==> src/hdl/lrc_pkg.sv <==
/*
  package for the ladder reference control block: register layout,
  reset value and decode constants.
  assumes a single 8-bit control register on a plain strobe port.
*/
// What this block does
// - bit 7 powers the ladder on or off
// - bit 6 drives level onto pad, overrides direction
// - bit 5: 1 low range /24, 0 high /32
// - bit 4: 1 external reference pins, 0 supply rails
// - bits 3..0 pick tap within chosen range
// - reset clears enable, pad, range and value bits
// - sleep wake-up leaves the register unchanged
// - works independent of comparator mode settings
package lrc_pkg;
  localparam logic [3:0] LRC_CTRL_ADDR     = 4'h0;
  localparam logic [7:0] LRC_CTRL_RESET    = 8'h00;
  localparam int         LRC_POWER_BIT     = 7;
  localparam int         LRC_PAD_BIT       = 6;
  localparam int         LRC_RANGE_BIT     = 5;
  localparam int         LRC_SOURCE_BIT    = 4;
  localparam int         LRC_TAP_MSB       = 3;
  localparam int         LRC_TAP_LSB       = 0;
  localparam logic [4:0] LRC_HIGH_BASE_TAP = 5'h08;
  localparam logic [7:0] LRC_UNMAPPED_READ = 8'h00;
  localparam logic [4:0] LRC_LOW_STEPS     = 5'h18;
  localparam logic [4:0] LRC_HIGH_STEPS    = 5'h20;
endpackage

==> src/hdl/lrc_ladder_ctrl.sv <==
/*
  ladder reference control: one 8-bit software register decoded into
  power, pad routing, range, source and one-hot tap controls.
  assumes a synchronous strobe bus master and an analog ladder that
  takes the decoded controls; sleep is not seen here at all.
*/
`timescale 1ns/10ps
module lrc_ladder_ctrl
  import lrc_pkg::*;
(
  // clock and reset
  input  wire logic        clk,
  input  wire logic        sys_rst,
  // register port
  input  wire logic [3:0]  reg_addr,
  input  wire logic [7:0]  reg_wdata,
  input  wire logic        reg_wr,
  input  wire logic        reg_rd,
  output logic      [7:0]  reg_rdata,
  // ladder controls
  output logic             ladder_power_enable,
  output logic             ladder_pad_output_enable,
  output logic             ladder_range_select,
  output logic             ladder_source_select,
  output logic      [3:0]  ladder_tap_value,
  output logic      [31:0] ladder_tap_onehot
);
  // ------------------------------------------------------------
  // control register
  // ------------------------------------------------------------
  logic [7:0] ctrl_reg;
  logic [7:0] ctrl_next;
  logic [7:0] rdata_reg;
  logic [7:0] rdata_next;
  // read data fall back to zero outside a read, so the port can be
  // ORed with other slaves without a select of its own

  // no sleep or comparator input exists, so neither can alter it
  always_comb begin
    ctrl_next = ctrl_reg;
    if (reg_wr && reg_addr == LRC_CTRL_ADDR) begin
      ctrl_next = reg_wdata;
    end
    rdata_next = LRC_UNMAPPED_READ;
    if (reg_rd && reg_addr == LRC_CTRL_ADDR) begin
      rdata_next = ctrl_reg;
    end
  end

  always_ff @(posedge clk) begin
    if (sys_rst) begin
      ctrl_reg  <= LRC_CTRL_RESET;
      rdata_reg <= LRC_UNMAPPED_READ;
    end else begin
      ctrl_reg  <= ctrl_next;
      rdata_reg <= rdata_next;
    end
  end

  // ------------------------------------------------------------
  // tap decode
  // ------------------------------------------------------------
  // high range starts a quarter up the 32-step span; low range uses
  // the bottom of the 24-step span, so one 32-tap vector serves both
  logic [4:0]  tap_pos;
  logic [31:0] onehot_next;
  logic [31:0] onehot_reg;

  always_comb begin
    if (ctrl_next[LRC_RANGE_BIT]) begin
      tap_pos = {1'b0, ctrl_next[LRC_TAP_MSB:LRC_TAP_LSB]};
    end else begin
      tap_pos = LRC_HIGH_BASE_TAP +
                {1'b0, ctrl_next[LRC_TAP_MSB:LRC_TAP_LSB]};
    end
  end

  lrc_tap_decode #(.N(32)) i_lrc_tap_decode (
    .pos (tap_pos),
    .en  (ctrl_next[LRC_POWER_BIT]),
    .sel (onehot_next)
  );

  always_ff @(posedge clk) begin
    if (sys_rst) begin
      onehot_reg <= '0;
    end else begin
      onehot_reg <= onehot_next;
    end
  end

  // ------------------------------------------------------------
  // outputs
  // ------------------------------------------------------------
  // every output is a plain flop bit, so no decode glitch can reach
  // the analog switches while a write lands
  assign reg_rdata                = rdata_reg;
  assign ladder_power_enable      = ctrl_reg[LRC_POWER_BIT];
  assign ladder_pad_output_enable = ctrl_reg[LRC_PAD_BIT];
  assign ladder_range_select      = ctrl_reg[LRC_RANGE_BIT];
  assign ladder_source_select     = ctrl_reg[LRC_SOURCE_BIT];
  assign ladder_tap_value = ctrl_reg[LRC_TAP_MSB:LRC_TAP_LSB];
  assign ladder_tap_onehot        = onehot_reg;

  // ------------------------------------------------------------
  // checks
  // ------------------------------------------------------------
  // every field is held against the bus word of the edge before, so a
  // slip in a field position shows even though the outputs are plain
  // register bits

  a_write_takes: assert property (
    @(posedge clk) disable iff (sys_rst)
    reg_wr && reg_addr == LRC_CTRL_ADDR |=> ctrl_reg == $past(reg_wdata))
    else $error("control write not stored");

  a_read_returns: assert property (
    @(posedge clk) disable iff (sys_rst)
    reg_rd && reg_addr == LRC_CTRL_ADDR |=> reg_rdata == $past(ctrl_reg))
    else $error("read data wrong");

  // read data stand one cycle only, so a stale word cannot pass for a
  // fresh read
  a_rdata_idle: assert property (
    @(posedge clk) disable iff (sys_rst)
    !(reg_rd && reg_addr == LRC_CTRL_ADDR) |=>
      reg_rdata == LRC_UNMAPPED_READ)
    else $error("read data outside a read");

  a_unmapped_read: assert property (
    @(posedge clk) disable iff (sys_rst)
    reg_rd && reg_addr != LRC_CTRL_ADDR |=>
      reg_rdata == LRC_UNMAPPED_READ)
    else $error("unmapped read returned data");

  // nothing but a bus write may move the register: no sleep or
  // comparator path reaches it
  a_hold_idle: assert property (
    @(posedge clk) disable iff (sys_rst)
    !(reg_wr && reg_addr == LRC_CTRL_ADDR) |=> $stable(ctrl_reg))
    else $error("register changed without write");

  a_reset_clears: assert property (
    @(posedge clk)
    sys_rst |=> ctrl_reg == LRC_CTRL_RESET && onehot_reg == '0)
    else $error("reset did not clear");

  a_reset_outputs: assert property (
    @(posedge clk)
    sys_rst |=> reg_rdata == LRC_UNMAPPED_READ && !ladder_power_enable &&
      !ladder_pad_output_enable && !ladder_range_select &&
      !ladder_source_select && ladder_tap_value == 4'h0)
    else $error("outputs not cleared by reset");

  // field by field after a write
  a_power_write: assert property (
    @(posedge clk) disable iff (sys_rst)
    reg_wr && reg_addr == LRC_CTRL_ADDR |=>
      ladder_power_enable == $past(reg_wdata[LRC_POWER_BIT]))
    else $error("power enable not taken from write");

  a_pad_write: assert property (
    @(posedge clk) disable iff (sys_rst)
    reg_wr && reg_addr == LRC_CTRL_ADDR |=>
      ladder_pad_output_enable == $past(reg_wdata[LRC_PAD_BIT]))
    else $error("pad enable not taken from write");

  a_range_write: assert property (
    @(posedge clk) disable iff (sys_rst)
    reg_wr && reg_addr == LRC_CTRL_ADDR |=>
      ladder_range_select == $past(reg_wdata[LRC_RANGE_BIT]))
    else $error("range select not taken from write");

  a_source_write: assert property (
    @(posedge clk) disable iff (sys_rst)
    reg_wr && reg_addr == LRC_CTRL_ADDR |=>
      ladder_source_select == $past(reg_wdata[LRC_SOURCE_BIT]))
    else $error("source select not taken from write");

  a_tap_write: assert property (
    @(posedge clk) disable iff (sys_rst)
    reg_wr && reg_addr == LRC_CTRL_ADDR |=>
      ladder_tap_value == $past(reg_wdata[LRC_TAP_MSB:LRC_TAP_LSB]))
    else $error("tap value not taken from write");

  // a powered-down ladder selects no tap, a powered one exactly one
  a_power_off: assert property (
    @(posedge clk) disable iff (sys_rst)
    !ladder_power_enable |-> onehot_reg == '0)
    else $error("tap active while powered down");

  a_power_on: assert property (
    @(posedge clk) disable iff (sys_rst)
    ladder_power_enable |-> $onehot(onehot_reg))
    else $error("powered ladder without a single tap");

  a_low_tap: assert property (
    @(posedge clk) disable iff (sys_rst)
    ladder_power_enable && ladder_range_select |->
      onehot_reg == (32'h1 << ladder_tap_value))
    else $error("low range tap wrong");

  a_high_tap: assert property (
    @(posedge clk) disable iff (sys_rst)
    ladder_power_enable && !ladder_range_select |->
      onehot_reg == (32'h100 << ladder_tap_value))
    else $error("high range tap wrong");

  // the high range never reaches below a quarter of the span
  a_high_floor: assert property (
    @(posedge clk) disable iff (sys_rst)
    ladder_power_enable && !ladder_range_select |->
      (onehot_reg & ((32'h1 << LRC_HIGH_BASE_TAP) - 32'h1)) == 32'h0)
    else $error("high range tap below its floor");

  // main scenarios
  c_write: cover property (@(posedge clk) reg_wr ##1 reg_rd);
  c_low_on: cover property (@(posedge clk)
    ladder_power_enable && ladder_range_select);
  c_high_pad: cover property (@(posedge clk)
    ladder_power_enable && ladder_pad_output_enable && !ladder_range_select);
  c_ext_source: cover property (@(posedge clk)
    ladder_power_enable && ladder_source_select);
  c_mid_reset: cover property (@(posedge clk)
    ladder_power_enable ##1 sys_rst ##1 !ladder_power_enable);
endmodule // lrc_ladder_ctrl

==> src/hdl/lrc_tap_decode.sv <==
/*
  one-hot ladder tap decoder: turns a tap position into a select vector.
  assumes the position is already in range of the ladder length.
*/
`timescale 1ns/10ps
module lrc_tap_decode #(
  parameter int N = 32
) (
  // position in
  input  wire logic [$clog2(N)-1:0] pos,
  input  wire logic                 en,
  // one-hot out
  output logic      [N-1:0]         sel
);
  always_comb begin
    sel = '0;
    if (en) begin
      sel[pos] = 1'b1;
    end
  end
endmodule // lrc_tap_decode

==> config.mk <==
export PLATFORM = sky130hd
export DESIGN_NAME = lrc_ladder_ctrl
export DESIGN_NICKNAME = d
export VERILOG_FILES = /design/src/hdl/lrc_pkg.sv /design/src/hdl/lrc_ladder_ctrl.sv /design/src/hdl/lrc_tap_decode.sv
export SDC_FILE = /design/constraint.sdc
export NUM_CORES = 1
export LEC_CHECK = 0
export BUFFER_PORTS_ARGS = -buffer_cell sky130_fd_sc_hd__buf_2
export CAP_MARGIN = 30
export CORE_UTILIZATION = 52
export DETAILED_ROUTE_END_ITERATION = 12
export GPL_TIMING_DRIVEN = 0
export PLACE_DENSITY = 0.9
export SLEW_MARGIN = 10
export SYNTH_ARGS = -nofsm -noshare
export SYNTH_HDL_FRONTEND = slang
export SYNTH_HIERARCHICAL = 1
export SYNTH_SLANG_ARGS = --single-unit
==> constraint.sdc <==
create_clock -name clk -period 3.8 [get_ports clk]
set_input_delay 0.38 -clock clk [delete_from_list [all_inputs] [get_ports clk]]
set_output_delay 0.38 -clock clk [all_outputs]
set_load 0.02 [all_outputs]
==> run metrics <==
post-synthesis average cell area 10.2 sq um; Via density between 4 and 5; top cells by count, synth dfxtp_1 (48), nor2_1 (32), nor2b_1 (32); drt wl/cell ~11 microns; CTS Hold Bufs 0; largest net degree at the start of global routing 15; IO buf count just over 60; fin crit period roughly 2.3 ns; Final nets about 260; WP depth 9; fin util 0.677; Max-Cap Viols 0; post-cts gate resize count 0; Area contributors post-synth dfxtp_1 (53%), nor2b_1 (11%), nor2_1 (6.6%); Crit path max-delay family simple AND/OR/NAND/NOR gates; All-Layer GR Usage 0.189; post-synth top area share 0.530; die area 0.00373 sq mm; unique cell type count in the Yosys netlist 22; area leader, netlist dfxtp_1; net count after synthesis between 150 and 200; max reg flops 32; Core Rows 21; Initial Utilization 0.544; Worst EP required approximately 4.1 ns; setup_tns 0 ns; worst clock skew 0.0146 ns; P_leak 1.04 nW; WHS Path Cells 3; synth warn 6; CP startpoint kind input port; Achievable Freq approximately 430 MHz; Reg clk slew, reported paths between 0.1 and 0.15 ns; # setup viols final 0; slowest stage cell, crit path or4b_1; final hold vios 0; most common cell in the synthesized netlist dfxtp_1; Die W between 60 and 70 microns; worst-skew pair later-pin latency 0.36 ns; Tcrit/Tclk final 0.615; synthesized flop and latch total 48; total congestion overflow 0; Max FO, Critical Path 10; Via Count about 1400; status completed; reg2reg path depth 5; number of remaining DRC errors 0; post-synthesis sequential area ratio 0.530; DRT Pass-1 Iters 4; post-place instance area around 0.0022 sq mm; TritonCTS Buffers 5; worst slew pin tran roughly 0.40 ns; Pwr Total 0.830 mW; core area about 0.0033 sq mm; Bufs on Longest Clock Path 2; number of I/O pins 64; Worst slew margin 0.735; CTS root buf clkbuf_4; Setup Slack @ Placement around 1.1 ns; RSZ-0062 raised after global routing false; crit path kind input port to flip-flop; hold path start reg_wdata[4]; Post-synth top flop dfxtp_1; routability cong. about 0.74; # Post-CTS Setup Buffers 0; Area growth, synth to finish 24.5%; initial antenna violation count 0; Post-synth ARST share 0; CP startpoint reg_addr[3]; CP bufs+invs 2; HPWL after DPL approximately 2500 microns; crit end category flip-flop; Synth Instances 178; CP max stage delay around 0.62 ns; peak supply drop ~0.23 mV; 1st-iter DRT viols 42; cell area after synthesis 0.00181 sq mm; pwr dens about 370 mW/mm^2; fraction of layout cells with a size suffix above 1 0.323; Hold Crit Class input port to flip-flop; DRT antenna net count 0; H-tree depth 2; Slew Viols, Final 0; Detailed Route WL between 3000 and 4000 microns; Post-synth EDFFs 0; Ant. Diodes 0; TritonCTS clock tree yes; Die Y 61.1 microns; first-pass GRT wire length about 5100 microns; post-route cell area about 0.0023 sq mm; CTS Sinks 48; vias in the first global route around 1200; CP arrival ~2.6 ns; final worst slack 1.46 ns; worst path cell trace buf_2, nor4_4, buf_6, nand2_8, mux2_4, ha_1, or4b_1, nor2_1, nor2b_1; reg2reg start ctrl_reg[3]
[where the power goes]
part / switching [mW] / internal (mW) / total, mW
Sequential: 0.00104 / 0.504 / 0.505
Clock: 0.144 / 0.138 / 0.282
Combinational: 0.0243 / 0.0186 / 0.0430
[final timing paths]
path | to | slack [ns]
hold / removal | ctrl_reg[4] | 0.28
hold reg to reg | ctrl_reg[6] | 0.48
setup reg to reg | ladder_tap_onehot[0] | 1.87
setup / recovery | ladder_tap_onehot[0] | 1.46
[through the flow]
stage | hold WS [ns] | cells
final | 0.280 | 294
after global routing | 0.268 | 294
after floorplan | 0.538 | 178
after global placement | 0.466 | 286
after detailed placement | 0.466 | 286
after CTS | 0.270 | 294
[final cells by class]
class / instances / area [sq um]
buffer: 11 / 66.3
clock inverter: 2 / 35.0
sequential: 48 / 961
clock buffer: 6 / 41.3
timing repair buffer: 62 / 310
multi-input combinational: 119 / 787
tap: 46 / 57.6
fill: 278 / 1080
[layer usage]
metal | wire, microns | global-route usage
met1 | 1440 | 0.220
met2 | 1640 | 0.326
met3 | 129 | 0.0504
met4 | 61 | 0.0812
met5 | 0 | 0
[worst reg2reg max path, delay by kind of cell (launching register included)]
kind                       cells  cell delay (ns)
adders and majority gates      1             0.40
DFF                            1             0.36
muxes                          1             0.26
and+or+nand+nor                3             0.86
[placed cells by master (no fill, tap or decap), types with 3 or more instances in the layout]
master	instances
nand4b_1	11
nand4bb_1	3
nor2_1	32
nor2b_1	32
and2_1	9
nand2b_1	10
clkbuf_4	5
clkbuf_1	9
buf_2	63
dfxtp_1	48
o21ai_1	8
mux2_4	5
[cell families (layout without fill, tap and decap cells)]
logic type,count (synthesis),in the layout,synth area share
fa+ha+maj,1,1,0.00690
compound gates,8,8,0.0221
buf+inv,11,81,0.0365
flops,48,48,0.530
simple gates,104,104,0.358
mux,6,6,0.0469
(Power assumes the default switching activity.)
